==> src/rtl/trs_pkg.sv <==
// ============================================================
// Shared constants for the trap entry and return sequencer
package trs_pkg;
    // ========================================================
    // Register byte offsets on the APB
    localparam logic [7:0] OFF_CFG = 8'h00;    // Configuration
    localparam logic [7:0] OFF_VBASE = 8'h04;  // Vector base
    localparam logic [7:0] OFF_CPS = 8'h08;    // Current status
    localparam logic [7:0] OFF_OPS = 8'h0C;    // Old status
    localparam logic [7:0] OFF_STAT = 8'h10;   // Sequencer state
    localparam logic [7:0] OFF_HADDR = 8'h14;  // Last handler address
    // ========================================================
    // Field positions
    localparam int CFG_VTM_BIT = 0;      // vector_table_mode
    localparam int CFG_RV_BIT = 1;       // rom_vector_area
    localparam int CPS_FZ_BIT = 10;      // freeze_bit
    localparam int CPS_RE_BIT = 8;       // handler_in_rom
    localparam int VEC_ROM_BIT = 0;      // ROM select in a vector word
    localparam int VE_LO = 2;            // Vector number in table addr
    localparam int BLK_LO = 8;           // Vector number in block addr
    localparam int VEC_W = 8;            // Vector number width
    localparam int STAT_BUSY_BIT = 0;    // Entry in progress
    localparam int STAT_VTM_BIT = 1;     // Mode used by last entry
    localparam int STAT_VEC_LO = 8;      // Last vector number
    // ========================================================
    // Reset values and access codes
    localparam logic [31:0] CFG_RST = 32'h0000_0000;
    localparam logic [31:0] VBASE_RST = 32'h0000_0000;
    localparam logic [31:0] CPS_RST = 32'h0000_0000;
    localparam logic [31:0] WORD_ALIGN = 32'hFFFF_FFFC;
    localparam logic [2:0] OPT_WORD = 3'h0;  // Full word length
    // Entry status value and the bits it affects
    localparam logic [31:0] CPS_ENTRY_SET = 32'h0000_0000;
    localparam logic [31:0] CPS_ENTRY_MASK = 32'h0000_0000;
endpackage

==> src/rtl/trs_addr.sv <==
`timescale 1ns/100ps
// ============================================================
// Handler address forming
module trs_addr (
    // Sources
    input wire logic [31:0] i_base,
    input wire logic [7:0] i_vec,
    input wire logic [31:0] i_vec_word,
    // Results
    output logic [31:0] o_table_addr,
    output logic [31:0] o_block_addr,
    output logic [31:0] o_vec_target,
    output logic o_vec_rom
);
    // Replace an eight-bit field at a given low bit
    function automatic logic [31:0] put_vec(input logic [31:0] b,
            input logic [7:0] v, input int lo);
        logic [31:0] m;
        m = 32'h0000_00FF << lo;
        put_vec = (b & ~m) | ((32'(v) << lo) & m);
    endfunction

    // Table entry and block start addresses
    assign o_table_addr = put_vec(i_base, i_vec, trs_pkg::VE_LO); // RULE_20
    assign o_block_addr = put_vec(i_base, i_vec, trs_pkg::BLK_LO); // RULE_21
    // Word address and ROM select out of the fetched vector
    assign o_vec_target = i_vec_word & trs_pkg::WORD_ALIGN;
    assign o_vec_rom = i_vec_word[trs_pkg::VEC_ROM_BIT]; // RULE_22
endmodule

==> src/rtl/trs_seq.sv <==
`timescale 1ns/100ps
// ============================================================
// What this block does
// RULE_01: Stop executing instructions first on entry
// RULE_02: Then stop fetching instructions
// RULE_03: Let an ongoing load or store finish
// RULE_04: Multiple transfer: finish current, cancel rest
// RULE_05: Copy status to old status, then update
// RULE_06: Freeze bit holds channel, counters, ALU status
// RULE_07: Table mode reads handler vector from memory
// RULE_08: Vector read is word-length data access
// RULE_09: Block mode forms address without memory read
// RULE_10: Table mode copies vector ROM bit
// RULE_11: Block mode copies ROM vector-area bit
// RULE_12: Fetch handler address, then resume execution
// RULE_13: Save no other registers on entry
// RULE_14: Handler software saves registers it needs
// RULE_15: Software clears freeze two instructions early
// RULE_16: Return with invalidate clears branch cache
// RULE_17: Plain return leaves branch cache alone
// RULE_18: Software sets freeze before a return
// RULE_19: Entry takes an eight-bit vector number
// RULE_20: Table address replaces base bits nine to two
// RULE_21: Block address replaces base bits fifteen to eight
// RULE_22: Vector ROM bit: zero memory, one ROM
// RULE_23: Entry status value is a parameter
module trs_seq #(
    parameter logic [31:0] ENTRY_SET = trs_pkg::CPS_ENTRY_SET,
    parameter logic [31:0] ENTRY_MASK = trs_pkg::CPS_ENTRY_MASK
) (
    // Clock and reset
    input wire logic i_mclk,
    input wire logic i_rst,
    // APB slave
    input wire logic i_psel,
    input wire logic i_penable,
    input wire logic i_pwrite,
    input wire logic [7:0] i_paddr,
    input wire logic [31:0] i_pwdata,
    output logic [31:0] o_prdata,
    output logic o_pready,
    output logic o_pslverr,
    // Core trap and return requests
    input wire logic i_trap_req,
    input wire logic [7:0] i_trap_vec,
    input wire logic i_ret_req,
    input wire logic i_ret_inv,
    // Core load/store state
    input wire logic i_ls_busy,
    input wire logic i_lsm_active,
    // Core control
    output logic o_exec_hold,
    output logic o_fetch_hold,
    output logic o_lsm_cancel,
    output logic o_freeze,
    output logic o_fetch_start,
    output logic [31:0] o_fetch_addr,
    output logic o_fetch_rom,
    output logic o_resume,
    output logic o_bc_invalidate,
    // Memory channel for the vector read
    output logic o_mem_req,
    output logic [31:0] o_mem_addr,
    output logic [2:0] o_mem_opt,
    output logic o_mem_data,
    input wire logic i_mem_ack,
    input wire logic [31:0] i_mem_rdata
);
    // ========================================================
    // State and registers
    typedef enum logic [2:0] {
        ST_IDLE, ST_HALT_EXEC, ST_HALT_FETCH, ST_DRAIN, ST_SAVE,
        ST_VEC_REQ, ST_LAUNCH
    } trs_state_e;
    trs_state_e state;          // Sequencer state
    trs_state_e next_state;     // Following state
    logic [31:0] cfg;           // Configuration
    logic [31:0] vbase;         // Vector base
    logic [31:0] cps;           // Current status
    logic [31:0] ops;           // Old status
    logic [31:0] haddr;         // Handler address
    logic hrom;                 // Handler in ROM
    logic [7:0] vec;            // Latched vector number
    logic vtm;                  // Latched table mode

    // ========================================================
    // Address forming
    logic [31:0] table_addr;    // Vector entry address
    logic [31:0] block_addr;    // Block handler address
    logic [31:0] vec_target;    // Handler from vector word
    logic vec_rom;              // ROM bit of vector word

    trs_addr u_addr (
        .i_base(vbase),
        .i_vec(vec),
        .i_vec_word(i_mem_rdata),
        .o_table_addr(table_addr),
        .o_block_addr(block_addr),
        .o_vec_target(vec_target),
        .o_vec_rom(vec_rom)
    );

    // ========================================================
    // APB decode
    wire apb_setup = i_psel && !i_penable;         // Setup cycle
    wire apb_done = i_psel && i_penable && o_pready; // Completing edge
    wire apb_wr = apb_done && i_pwrite;            // Write takes effect
    wire sel_cfg = i_paddr == trs_pkg::OFF_CFG;
    wire sel_vbase = i_paddr == trs_pkg::OFF_VBASE;
    wire sel_cps = i_paddr == trs_pkg::OFF_CPS;
    wire sel_ops = i_paddr == trs_pkg::OFF_OPS;
    wire sel_stat = i_paddr == trs_pkg::OFF_STAT;
    wire sel_haddr = i_paddr == trs_pkg::OFF_HADDR;
    wire mapped = sel_cfg || sel_vbase || sel_cps || sel_ops ||
        sel_stat || sel_haddr;
    // Status word: busy, mode of last entry, last vector
    wire [31:0] stat_word = (32'(vec) << trs_pkg::STAT_VEC_LO) |
        (32'(vtm) << trs_pkg::STAT_VTM_BIT) |
        (32'(state != ST_IDLE) << trs_pkg::STAT_BUSY_BIT);
    wire [31:0] rd_mux = sel_cfg ? cfg :
        sel_vbase ? vbase :
        sel_cps ? cps :
        sel_ops ? ops :
        sel_stat ? stat_word :
        sel_haddr ? haddr : 32'h0000_0000;

    // ========================================================
    // Sequencer decode
    wire take_trap = state == ST_IDLE && i_trap_req;
    wire take_ret = state == ST_IDLE && !i_trap_req && i_ret_req;
    wire drain_done = state == ST_DRAIN && !i_ls_busy; // RULE_03
    wire vec_done = state == ST_VEC_REQ && i_mem_ack;
    // Entry status: affected bits forced, freeze set
    wire [31:0] entry_cps = (cps & ~ENTRY_MASK) |
        (ENTRY_SET & ENTRY_MASK) |
        (32'h0000_0001 << trs_pkg::CPS_FZ_BIT); // RULE_23

    // Next state
    always_comb begin
        next_state = state;
        unique case (state)
            ST_IDLE: begin
                if (i_trap_req) begin
                    next_state = ST_HALT_EXEC;
                end
            end
            ST_HALT_EXEC: begin
                next_state = ST_HALT_FETCH; // RULE_02
            end
            ST_HALT_FETCH: begin
                next_state = ST_DRAIN;
            end
            ST_DRAIN: begin
                if (drain_done) begin
                    next_state = ST_SAVE;
                end
            end
            ST_SAVE: begin
                // Table mode reads memory, block mode does not
                next_state = vtm ? ST_VEC_REQ : ST_LAUNCH; // RULE_07 RULE_09
            end
            ST_VEC_REQ: begin
                if (i_mem_ack) begin
                    next_state = ST_LAUNCH;
                end
            end
            ST_LAUNCH: begin
                next_state = ST_IDLE; // RULE_12
            end
        endcase
    end

    // ========================================================
    // State register
    always_ff @(posedge i_mclk or posedge i_rst) begin
        if (i_rst) begin
            state <= ST_IDLE;
        end else begin
            state <= next_state;
        end
    end

    // Latch vector number and mode when the trap is taken
    always_ff @(posedge i_mclk or posedge i_rst) begin
        if (i_rst) begin
            vec <= 8'h00;
            vtm <= 1'b0;
        end else if (take_trap) begin
            vec <= i_trap_vec; // RULE_19
            vtm <= cfg[trs_pkg::CFG_VTM_BIT];
        end
    end

    // Configuration and base, software only
    always_ff @(posedge i_mclk or posedge i_rst) begin
        if (i_rst) begin
            cfg <= trs_pkg::CFG_RST;
            vbase <= trs_pkg::VBASE_RST;
        end else if (apb_wr && sel_cfg) begin
            cfg <= i_pwdata;
        end else if (apb_wr && sel_vbase) begin
            vbase <= i_pwdata;
        end
    end

    // Status pair; hardware entry wins over software write.
    // Of the writable registers only the status pair changes on entry, nothing else saved.
    always_ff @(posedge i_mclk or posedge i_rst) begin
        if (i_rst) begin
            cps <= trs_pkg::CPS_RST;
            ops <= trs_pkg::CPS_RST;
        end else if (state == ST_SAVE) begin
            ops <= cps; // RULE_05 RULE_13
            cps <= entry_cps; // RULE_05
        end else if (state == ST_LAUNCH) begin
            cps[trs_pkg::CPS_RE_BIT] <= hrom; // RULE_10 RULE_11
        end else if (apb_wr && sel_cps) begin
            cps <= i_pwdata;
        end else if (apb_wr && sel_ops) begin
            ops <= i_pwdata;
        end
    end

    // Handler address and ROM select
    always_ff @(posedge i_mclk or posedge i_rst) begin
        if (i_rst) begin
            haddr <= 32'h0000_0000;
            hrom <= 1'b0;
        end else if (vec_done) begin
            haddr <= vec_target; // RULE_07
            hrom <= vec_rom; // RULE_10
        end else if (state == ST_SAVE && !vtm) begin
            haddr <= block_addr; // RULE_09
            hrom <= cfg[trs_pkg::CFG_RV_BIT]; // RULE_11
        end
    end

    // ========================================================
    // Core control outputs
    always_ff @(posedge i_mclk or posedge i_rst) begin
        if (i_rst) begin
            o_exec_hold <= 1'b0;
            o_fetch_hold <= 1'b0;
            o_lsm_cancel <= 1'b0;
            o_fetch_start <= 1'b0;
            o_fetch_addr <= 32'h0000_0000;
            o_fetch_rom <= 1'b0;
            o_resume <= 1'b0;
            o_bc_invalidate <= 1'b0;
            o_freeze <= 1'b0;
        end else begin
            // Execution held from the first entry step
            o_exec_hold <= next_state != ST_IDLE; // RULE_01
            o_fetch_hold <= next_state != ST_IDLE &&
                next_state != ST_HALT_EXEC; // RULE_02
            // Remaining multiple transfers dropped while draining
            o_lsm_cancel <= next_state == ST_DRAIN && i_lsm_active; // RULE_04
            o_fetch_start <= state == ST_LAUNCH; // RULE_12
            if (state == ST_LAUNCH) begin
                o_fetch_addr <= haddr;
                o_fetch_rom <= hrom;
            end
            o_resume <= take_ret; // RULE_16 RULE_17
            o_bc_invalidate <= take_ret && i_ret_inv; // RULE_16 RULE_17
            o_freeze <= state == ST_SAVE ? 1'b1 :
                cps[trs_pkg::CPS_FZ_BIT]; // RULE_06
        end
    end

    // Vector read on the memory channel
    always_ff @(posedge i_mclk or posedge i_rst) begin
        if (i_rst) begin
            o_mem_req <= 1'b0;
            o_mem_addr <= 32'h0000_0000;
            o_mem_opt <= trs_pkg::OPT_WORD;
            o_mem_data <= 1'b0;
        end else begin
            o_mem_req <= next_state == ST_VEC_REQ; // RULE_07
            o_mem_data <= next_state == ST_VEC_REQ; // RULE_08
            o_mem_opt <= trs_pkg::OPT_WORD; // RULE_08
            if (state == ST_SAVE) begin
                o_mem_addr <= table_addr; // RULE_20
            end
        end
    end

    // ========================================================
    // APB answer: ready in the first access cycle
    always_ff @(posedge i_mclk or posedge i_rst) begin
        if (i_rst) begin
            o_pready <= 1'b0;
            o_pslverr <= 1'b0;
            o_prdata <= 32'h0000_0000;
        end else begin
            o_pready <= apb_setup;
            o_pslverr <= apb_setup && !mapped;
            if (apb_setup && !i_pwrite) begin
                o_prdata <= rd_mux;
            end
        end
    end

    // ========================================================
    // Checks
    a_exec_first: assert property ( // RULE_01
        @(posedge i_mclk) disable iff (i_rst)
        $rose(o_exec_hold) |-> !o_fetch_hold ##1 o_fetch_hold)
        else $error("execution not stopped before fetch");
    a_fetch_stop: assert property ( // RULE_02
        @(posedge i_mclk) disable iff (i_rst)
        state == ST_HALT_EXEC |=> o_fetch_hold && o_exec_hold)
        else $error("fetch not stopped after execution");
    a_drain_wait: assert property ( // RULE_03
        @(posedge i_mclk) disable iff (i_rst)
        state == ST_DRAIN && i_ls_busy |=> state == ST_DRAIN)
        else $error("entry moved on with load or store busy");
    a_lsm_cancel: assert property ( // RULE_04
        @(posedge i_mclk) disable iff (i_rst)
        state == ST_HALT_FETCH && i_lsm_active |=> o_lsm_cancel)
        else $error("multiple transfer not cancelled");
    a_old_status: assert property ( // RULE_05
        @(posedge i_mclk) disable iff (i_rst)
        state == ST_SAVE |=> ops == $past(cps) &&
            cps[trs_pkg::CPS_FZ_BIT])
        else $error("status not saved on entry");
    a_freeze_out: assert property ( // RULE_06
        @(posedge i_mclk) disable iff (i_rst)
        state == ST_SAVE |=> o_freeze [*2])
        else $error("freeze not shown after entry");
    a_vec_read: assert property ( // RULE_08
        @(posedge i_mclk) disable iff (i_rst)
        o_mem_req |-> o_mem_data && o_mem_opt == trs_pkg::OPT_WORD &&
            o_mem_addr[trs_pkg::VE_LO +: trs_pkg::VEC_W] == vec)
        else $error("vector read malformed");
    a_table_mode: assert property ( // RULE_07
        @(posedge i_mclk) disable iff (i_rst)
        state == ST_SAVE && vtm |=> o_mem_req)
        else $error("no vector read in table mode");
    a_block_mode: assert property ( // RULE_09
        @(posedge i_mclk) disable iff (i_rst)
        state == ST_SAVE && !vtm |=> !o_mem_req ##1 o_fetch_start &&
            o_fetch_addr[trs_pkg::BLK_LO +: trs_pkg::VEC_W] == vec)
        else $error("block mode address wrong");
    a_rom_copy: assert property ( // RULE_10
        @(posedge i_mclk) disable iff (i_rst)
        o_fetch_start |-> cps[trs_pkg::CPS_RE_BIT] == o_fetch_rom)
        else $error("ROM select not copied");
    a_ret_inv: assert property ( // RULE_16
        @(posedge i_mclk) disable iff (i_rst)
        take_ret |=> o_resume && o_bc_invalidate == $past(i_ret_inv))
        else $error("return invalidate wrong");
    a_ret_plain: assert property ( // RULE_17
        @(posedge i_mclk) disable iff (i_rst)
        take_ret && !i_ret_inv |=> o_resume && !o_bc_invalidate)
        else $error("plain return touched branch cache");
endmodule

==> config.mk <==
export PLATFORM = sky130hd
export DESIGN_NAME = trs_seq
export DESIGN_NICKNAME = d
export VERILOG_FILES = /design/src/rtl/trs_pkg.sv /design/src/rtl/trs_addr.sv /design/src/rtl/trs_seq.sv
export SDC_FILE = /design/constraint.sdc
export NUM_CORES = 1
export LEC_CHECK = 0
export ABC_AREA = 0
export BUFFER_PORTS_ARGS = -buffer_cell sky130_fd_sc_hd__buf_2
export CAP_MARGIN = 20
export CELL_PAD_IN_SITES_DETAIL_PLACEMENT = 1
export CELL_PAD_IN_SITES_GLOBAL_PLACEMENT = 2
export CORE_ASPECT_RATIO = 1.75
export CORE_MARGIN = 5
export CORE_UTILIZATION = 34
export CTS_CLUSTER_DIAMETER = 60
export CTS_CLUSTER_SIZE = 24
export DETAILED_ROUTE_END_ITERATION = 10
export GPL_TIMING_DRIVEN = 1
export PLACE_DENSITY_LB_ADDON = 0.25
export SLEW_MARGIN = 20
export SYNTH_ARGS = -nofsm -noshare
export SYNTH_HDL_FRONTEND = slang
export SYNTH_SLANG_ARGS = --single-unit
==> constraint.sdc <==
create_clock -name i_mclk -period 11.5 [get_ports i_mclk]
set_clock_uncertainty 0.05 [all_clocks]
set_input_delay 3.45 -clock i_mclk [delete_from_list [all_inputs] [get_ports i_mclk]]
set_output_delay 3.45 -clock i_mclk [all_outputs]
set_load 0.02 [all_outputs]
Yosys cells after proc, flatten, opt, wreduce, memory -nomap -nowiden
Index checks and enable logic that the tools add are counted.
{"block": "classes", "eq_ne": 16, "bitwise_logic": 7, "reduce_logical": 43, "muxes": 25}
{"cell": "32-bit two-way mux", "n": 12}
{"cell": "32-bit by 10-bit OR with 32-bit output", "n": 1}
{"cell": "32-bit by 16-bit OR with 32-bit output", "n": 1}
{"cell": "11-bit two-way mux", "n": 2}
{"cell": "3-bit one-hot mux with 7 select lines", "n": 1}
{"cell": "1-bit logical AND", "n": 19}
{"cell": "8-bit by 4-bit == test with 1-bit output (second input constant)", "n": 2}
{"cell": "8-bit by 5-bit == test with 1-bit output (second input constant)", "n": 2}
{"cell": "16-bit by 1-bit OR with 16-bit output", "n": 1}
{"cell": "16-bit by 2-bit OR with 16-bit output", "n": 1}
{"cell": "3-bit == test (second input constant)", "n": 4}
{"cell": "3-bit by 2-bit == test with 1-bit output (second input constant)", "n": 3}
{"cell": "3-bit two-way mux", "n": 3}
{"cell": "8-bit by 3-bit == test with 1-bit output (second input constant)", "n": 1}
{"cell": "8-bit zero test", "n": 1}
{"cell": "8-bit two-way mux", "n": 1}
{"cell": "2-bit nonzero test", "n": 4}
{"cell": "1-bit zero test", "n": 6}
{"cell": "2-bit AND reduction", "n": 3}
{"cell": "3-bit AND reduction", "n": 2}
{"cell": "3-bit nonzero test", "n": 2}
{"cell": "1-bit logical OR", "n": 5}
{"cell": "1-bit two-way mux", "n": 4}
{"cell": "2-bit two-way mux", "n": 2}
{"cell": "other kinds (5)", "n": 8}
{"block": "word_totals", "output_inout_bits": 111, "input_bits": 91, "elab_cells": 116, "reg_bits": 280}

Logic depth before layout (Yosys ltp)
Gate-level depths: netlist of the first run.
{"block": "depth", "depth_word": 8, "depth_mapped": 7, "depth_no_buf": 5}

By module
A second synthesis of the first run with hierarchy kept.
{"block": "unflattened", "cells_unflattened": 1165, "hier_area_um2": 13531.7}
{"module": "trs_seq", "seq_area_each_um2": 7006.7, "cells_each": 1067, "instances": 1, "area_each_um2": 12799.8}
{"module": "trs_addr", "seq_area_each_um2": 0.0, "cells_each": 98, "instances": 1, "area_each_um2": 732.0}

Least setup slack after synthesis of the first run
Ideal clock, no wire load.
{"block": "synth_timing", "kind": "in2reg", "start": "in i_paddr[7]", "end": "reg cfg[0]", "cell_stages": 7, "arrival_ps": 5046, "t_required_ps": 11322, "setup_slack_ps": 6276, "path_buffers": 3, "setup_ps": 128, "cell_sequence": "or4_1 -> buf_2 -> nor4_4 -> and3_1 -> buf_2 -> buf_4 -> mux2_1"}
{"block": "synth_between", "elab_chain_len": 2}
{"element": "from (decl)", "line_no": "trs_seq.sv:38", "source": "input wire logic [7:0] i_paddr,"}
{"element": "8-bit zero test", "line_no": "trs_seq.sv:108", "source": "wire sel_cfg = i_paddr == trs_pkg::OFF_CFG;"}
{"element": "1-bit logical AND", "line_no": "trs_seq.sv:199", "source": "end else if (apb_wr && sel_cfg) begin"}
{"element": "to (signal assigned)", "line_no": "trs_seq.sv:197", "source": "cfg <= trs_pkg::CFG_RST;"}
{"element": "to (signal assigned)", "line_no": "trs_seq.sv:200", "source": "cfg <= i_pwdata;"}
{"element": "to (decl)", "line_no": "trs_seq.sv:77", "source": "logic [31:0] cfg;"}
No other way between the ends.
A chain may end at the register's enable or synchronous reset.

Final worst setup path of the first run
{"block": "layout_timing", "start": "in i_paddr[4]", "end": "reg vbase[29]"}
{"block": "layout_between", "elab_chain_len": 4, "elab_cells_between_ends": 6, "cone_classes": "eq/ne: 1; bitwise: 1; reduce/logical: 4"}
{"element": "8-bit zero test", "line_no": "trs_seq.sv:108"}
{"element": "1-bit logical AND", "line_no": "trs_seq.sv:199"}
{"element": "1-bit NOT (no line)"}
{"element": "2-bit AND reduction (no line) (*)"}
{"element": "to (signal assigned)", "line_no": "trs_seq.sv:198", "source": "vbase <= trs_pkg::VBASE_RST;"}
{"element": "to (signal assigned)", "line_no": "trs_seq.sv:202", "source": "vbase <= i_pwdata;"}
{"element": "to (decl)", "line_no": "trs_seq.sv:78", "source": "logic [31:0] vbase;"}
Every way passes the cells marked *; elsewhere a longest branch is shown, timed or not.

==> results of run 1 <==
[worst reg2reg max path, cell delays in order, from the launching register on]
cell and delay (ps):
dfrtp_1 620, inv_1 130, nor3_2 200, buf_4 890
mux2_2 480, mux2_2 270
[logic make-up after synthesis]
| kind of cell | Yosys count | share of synthesized area [%] |
|---|---|---|
| compound gates | 229 | 11.0 |
| buf+inv | 96 | 3.22 |
| flops | 280 | 54.8 |
| mux | 243 | 21.0 |
| other cells | 1 | 0.0293 |
| simple gates | 257 | 10.1 |
[power by group through the flow]
stage	clock network, mW	logic, mW	registers [mW]
final	0.722	0.672	1.32
after global routing	0.778	0.737	1.34
after CTS	0.746	0.685	1.32
after detailed placement	0	0.683	1.34
after global placement	0	0.665	1.33
after floorplan	0	0.365	1.37
[routing by layer]
layer | vias up | wire length (microns) | track usage [%]
met1 | 5120 | 17900 | 26.2
li1 | 4285 | - | -
met2 | 225 | 23800 | 39.0
met4 | 0 | 1460 | 6.69
met5 | - | 0 | 0
met3 | 59 | 1750 | 2.37
[cell usage in the layout, fill, tap and decap left out, types with 5 or more instances in the layout]
cell type,n
dfrtp_1,280
buf_2,197
mux2_2,164
nand2_1,136
o21ai_0,111
a21oi_1,48
mux2i_1,43
mux2_1,36
nand3_1,24
or4_1,24
a221o_1,22
buf_4,22
clkbuf_16,19
nor2_1,17
a22oi_1,11
a211oi_1,10
o221ai_1,10
nand2b_1,9
nand3b_1,9
a221oi_1,9
and3_1,5
[flip-flops by register name, summed over array words and instances, names as in the netlist, 3 cells and up]
signal        count
cfg              32
cps              32
state             3
o_mem_addr       32
vbase            32
ops              32
vec               8
haddr            32
o_prdata         32
o_fetch_addr     32
[path summary, 6_finish.rpt]
| path | endpoint | slack [ps] | cells after the start |
|---|---|---|---|
| hold reg to reg | o_fetch_addr[3] | 430 | 2 |
| hold / removal | o_fetch_addr[3] | 430 | 2 |
| setup reg to reg | ops[29] | 8740 | 5 |
| min in group asynchronous | o_fetch_addr[9] | 2950 | 2 |
| setup / recovery | vbase[29] | 5030 | 8 |
| max in group asynchronous | ops[13] | 7040 | 3 |
[final cells by class]
class                           count  area share [%]
Clock buffer                       19            3.20
Clock inverter                     11           0.860
Inverter                            6           0.202
Multi-Input combinational cell    732            36.7
Sequential cell                   280            47.2
Tap cell                          480            4.05
Timing Repair Buffer              220            7.83
[through the flow]
step / util (%) / area (sq um) / hold WS (ps) / instances
2_1_floorplan: - / 12800 / 399 / 1108
3_3_place_gp: 38.1 / 14200 / 408 / 1718
3_5_place_dp: 38.1 / 14200 / 409 / 1718
4_1_cts: 39.7 / 14800 / 432 / 1748
5_1_grt: 39.7 / 14800 / 459 / 1748
6_report: 39.7 / 14800 / 426 / 1748
==> results.cfg, run 1 <==
[run_status]
status = finished clean

[pwr]
p_int_mw = 1.77
p_comb_share_pct = 24.8
finalPower_mw = 2.71
power.density_nw_per_um2 = 183
p_clk_share_pct = 26.6
power_switching_uw = 943
seq_power_share_pct = 48.6
p_leak_nw = 6.96
ir_worst_vdd_mv = 0.0936
switching_share_pct = 34.8

[sta]
setup_viol_count_final = 0
max_slew_margin_pct = 24.7
final_max_slew_viol_count = 0
setup_tns_ps = 0
rsz0062_at_grt = no
finalCritPeriodShare_pct = 56.2
hold_viol = 0
fin_crit_ps = 6470
tightest_slew_ps = 1130
clock.fmax_ghz = 0.155
setup_slack_ps = 5030

[worst_setup_path]
critical_path_class = in -> reg
cp_max_fo = 40
setup.worst_path.start_class = input pin
path_buf_inv = 4
timing.critical_path.mode_cell = buf_4
cp_top_family = simple AND/OR/NAND/NOR gates
crit_chain = buf_2 -> buf_4 -> or4_1 -> buf_4 -> nor4_4 -> nand3_2 -> buf_4 -> mux2_2
slowest_delay_ps = 770
cp_slowest_cell = nor4_4
cp_data_arrival_time_ps = 6820
timing.rr.start = state[2]
critPathLaunch = i_paddr[4]
crit_path_end_kind = flop
required_ps = 11860

[placed_design]
dpl_worst_slack_ps = 4350
hpwl_microns = 30000
portBuffers = 197
gp_congestion = 0.792

[layout]
drive_gt1_share_pct = 34.2
final_nets = 1349
multi_input_area_sq_um = 5440
final-seq-area_sq_um = 7010
layout-area-overhead-vs-synth_pct = 16.0
n_antenna_cell = 0
fillers = 4173

[floorplan]
rows = 94
die_w_microns = 157
die_h_microns = 267
initial_core_util_pct = 34.2
dieArea_sq_um = 41800
core_area_sq_um = 37400
ios = 202

[routing]
avgRoutedWirePerCell_microns = 25.7
ant_nets = 0
dr.pass1.iters = 4
num_vias = 9689
drc = 0
viasPerCell = 5.54
drt_iter0_drc = 499
finalWirelength_microns = 44900

[synth]
ys_seq_area_share_pct = 54.8
synthArstFlopShare_pct = 100
synthesis.area_sq_um = 12800
synth_flop_cell = dfrtp_1
synth.most_common_cell = dfrtp_1
netlist_top_cells_count = dfrtp_1, mux2_2, nand2_1, o21ai_0, clkbuf_1
ys_seq_elements = 280
ys_types = 51
synth_edf_count = 0
synth_area_leaders = dfrtp_1, mux2_2, o21ai_0
synth_top_cell_by_area = dfrtp_1
synth_area_per_cell_sq_um = 11.6
synth_warnings = 0
synthCells = 1106
synth_top_area_share_pct = 54.8

[global_routing]
grt_max_degree = 84
grt_pass1_wl_microns = 67800
antenna_found_initial = 3
grt_overflow = 0
grt_usage_pct = 21.4
grt_pass1_vias = 10483

[run]
max-cap-violations = 0

[cts]
cts_tree = done
cts-htree-levels = 1
numCtsBuffers = 18
cts_resized = 0
clk_latency_ps = 530
cts_sinks = 280
cts_hold_buffers = 0
clk_path_buf_depth = 3
cts_setup_buffers = 0
clockRootBuffer = clkbuf_16
clkSlewWorstSetupHoldPaths_ps = 90

[worst_hold_path]
hp-class = reg -> reg
worstHoldStart = o_fetch_addr[3]
No activity file was read; power rests on OpenSTA's default activity.
==> inputs of run 2 (changes only) <==
--- a/config.mk
+++ b/config.mk
@@ -5,14 +5,14 @@
 export SDC_FILE = /design/constraint.sdc
 export NUM_CORES = 1
 export LEC_CHECK = 0
-export ABC_AREA = 0
+export ABC_AREA = 1
 export BUFFER_PORTS_ARGS = -buffer_cell sky130_fd_sc_hd__buf_2
 export CAP_MARGIN = 20
 export CELL_PAD_IN_SITES_DETAIL_PLACEMENT = 1
 export CELL_PAD_IN_SITES_GLOBAL_PLACEMENT = 2
 export CORE_ASPECT_RATIO = 1.75
 export CORE_MARGIN = 5
-export CORE_UTILIZATION = 34
+export CORE_UTILIZATION = 30
 export CTS_CLUSTER_DIAMETER = 60
 export CTS_CLUSTER_SIZE = 24
 export DETAILED_ROUTE_END_ITERATION = 10
==> constraint.sdc (replaced) <==
create_clock -name i_mclk -period 5.5 [get_ports i_mclk]
set_clock_uncertainty 0.05 [all_clocks]
set_input_delay 1.65 -clock i_mclk [delete_from_list [all_inputs] [get_ports i_mclk]]
set_output_delay 1.65 -clock i_mclk [all_outputs]
set_load 0.02 [all_outputs]
==> run 2 against run 1 <==
  * Synthesized area is 3.7% lower
  * First-iteration DRC count is 14% lower
  * Worst hold slack worse by 3.6 ps
  * Combinational power is 100% higher
  * Critical endpoint is now cfg[25]
==> results.cfg, run 2 <==
[run_status]
status = finished clean

[worst_setup_path]
slowest_delay_ps = 520
cp_data_arrival_time_ps = 4150
crit_path_end_kind = flop
setup.worst_path.start_class = input pin
timing.rr.start = state[1]
required_ps = 5890
r2r_end = o_exec_hold
crit_chain = buf_2 -> inv_1 -> nand2_1 -> nor2_4 -> buf_4 -> nand2_2 -> inv_4 -> nand2_4 -> o21ai_0
crit_end = cfg[25]
cp_max_fo = 64
critPathLaunch = i_paddr[7]
critical_path_class = in -> reg
worst-r2r-cell-count = 9
cp_slowest_cell = nand2_4
reg2reg_slack_ps = 2370

[routing]
dr.pass1.iters = 4
drt_iter0_drc = 427
ant_nets = 0
avgRoutedWirePerCell_microns = 19.4
drc = 0
num_vias = 10490
viasPerCell = 4.73
finalWirelength_microns = 43000

[sta]
hold_viol = 0
clock.fmax_ghz = 0.266
final_max_slew_viol_count = 0
finalCritPeriodShare_pct = 68.5
tightest_slew_ps = 1120
setup_viol_count_final = 0
max_slew_margin_pct = 24.9
fin_crit_ps = 3770
setup_slack_ps = 1730
rsz0062_at_grt = no
setup_tns_ps = 0

[global_routing]
grt_max_degree = 104
grt_pass1_vias = 11117
grt_overflow = 0
grt_usage_pct = 18.9
antenna_found_initial = 1
grt_pass1_wl_microns = 66600

[cts]
cts_setup_buffers = 0
cts_hold_buffers = 0
numCtsBuffers = 22
clockRootBuffer = clkbuf_16
cts_sinks = 280
clkSlewWorstSetupHoldPaths_ps = 90
clk_path_buf_depth = 3
cts-htree-levels = 1
cts_resized = 0
clk_latency_ps = 550
cts_tree = done

[synth]
synthesis.area_sq_um = 12300
synth_top_area_share_pct = 56.8
synthArstFlopShare_pct = 100
synth_edf_count = 0
synth_flop_cell = dfrtp_1
synth_top_cell_by_area = dfrtp_1
ys_types = 31
ys_seq_area_share_pct = 56.8
synthCells = 1495
synth_warnings = 0
synth_area_per_cell_sq_um = 8.25
synth_area_leaders = dfrtp_1, nand2_1, o21ai_0
synth.most_common_cell = nand2_1
netlist_top_cells_count = nand2_1, o21ai_0, dfrtp_1, inv_1, nor2_1
ys_seq_elements = 280

[placed_design]
hpwl_microns = 27700
dpl_worst_slack_ps = 1060
portBuffers = 197
gp_congestion = 0.738

[floorplan]
die_w_microns = 163
ios = 202
dieArea_sq_um = 45400
core_area_sq_um = 40700
rows = 98
initial_core_util_pct = 30.3
die_h_microns = 278

[pwr]
finalPower_mw = 5.99
ir_worst_vdd_mv = 0.221
p_leak_nw = 7.41
power.density_nw_per_um2 = 406

[layout]
fillers = 4940
final_nets = 1741
drive_gt1_share_pct = 16.7
layout_common_cells = nand2_1, o21ai_0, dfrtp_1
n_antenna_cell = 0
final_common_cell = nand2_1
layout-area-overhead-vs-synth_pct = 19.5

[worst_hold_path]
hp-class = reg -> reg

[run]
max-cap-violations = 0
==> run 2: final cells by class <==
type,instances,area [sq um],share of cell area (%)
timing repair buffer,214,1200,8.12
sequential,280,7010,47.5
clock buffer,23,576,3.91
multi-input combinational,969,4370,29.7
clock inverter,17,277,1.88
tap,550,688,4.67
inverter,163,619,4.20
==> run 2: per-layer routing <==
metal / up-vias / GRT usage [%] / share of wire (%)
met5: - / 0 / 0.028
met4: 2 / 4.50 / 2.0
li1: 5088 / - / -
met3: 47 / 2.06 / 3.2
met2: 189 / 34.5 / 52
met1: 5164 / 23.8 / 43
==> run 2: stage by stage <==
step	util [%]	area (sq um)	instances	hold WS, ps
final	36.2	14700	2216	422
after global placement	34.0	13900	2175	408
after CTS	36.1	14700	2215	429
after detailed placement	34.0	13900	2175	406
after global routing	36.2	14700	2216	456
after floorplan	-	12300	1497	399
==> run 2: power by group <==
group	switching [mW]	total (mW)	leakage, nW	internal, mW
registers	0.236	2.73	3.67	2.50
logic	0.941	1.35	3.34	0.411
clock network	0.931	1.90	0.408	0.972
==> run 2: worst max-delay path, delay by kind of cell <==
kind | cells | cell delay, ps
AOI/OAI and AO/OA | 1 | 380
buffers and inverters | 4 | 930
and+or+nand+nor | 4 | 1150
==> run 2: logic make-up (layout without fill, tap and decap cells) <==
| logic type | count (synthesis) | count (layout) | synth area share, % |
|---|---|---|---|
| and+or+nand+nor | 576 | 576 | 18.5 |
| AOI/OAI and AO/OA | 390 | 390 | 16.5 |
| DFF | 280 | 280 | 56.8 |
| buffers and inverters | 248 | 417 | 8.04 |
| other | 1 | 3 | 0.0304 |
==> run 2: how the worst min path moves through the flow <==
stage	from	endpoint	slack (ps)	depth (start not counted)
after global placement	o_mem_addr[13]	o_mem_addr[13]	410	2
after floorplan	hrom	hrom	400	2
final	o_mem_addr[10]	o_mem_addr[10]	420	2
after detailed placement	o_mem_addr[10]	o_mem_addr[10]	410	2
after global routing	cfg[24]	cfg[24]	460	2
after CTS	o_mem_addr[10]	o_mem_addr[10]	430	2
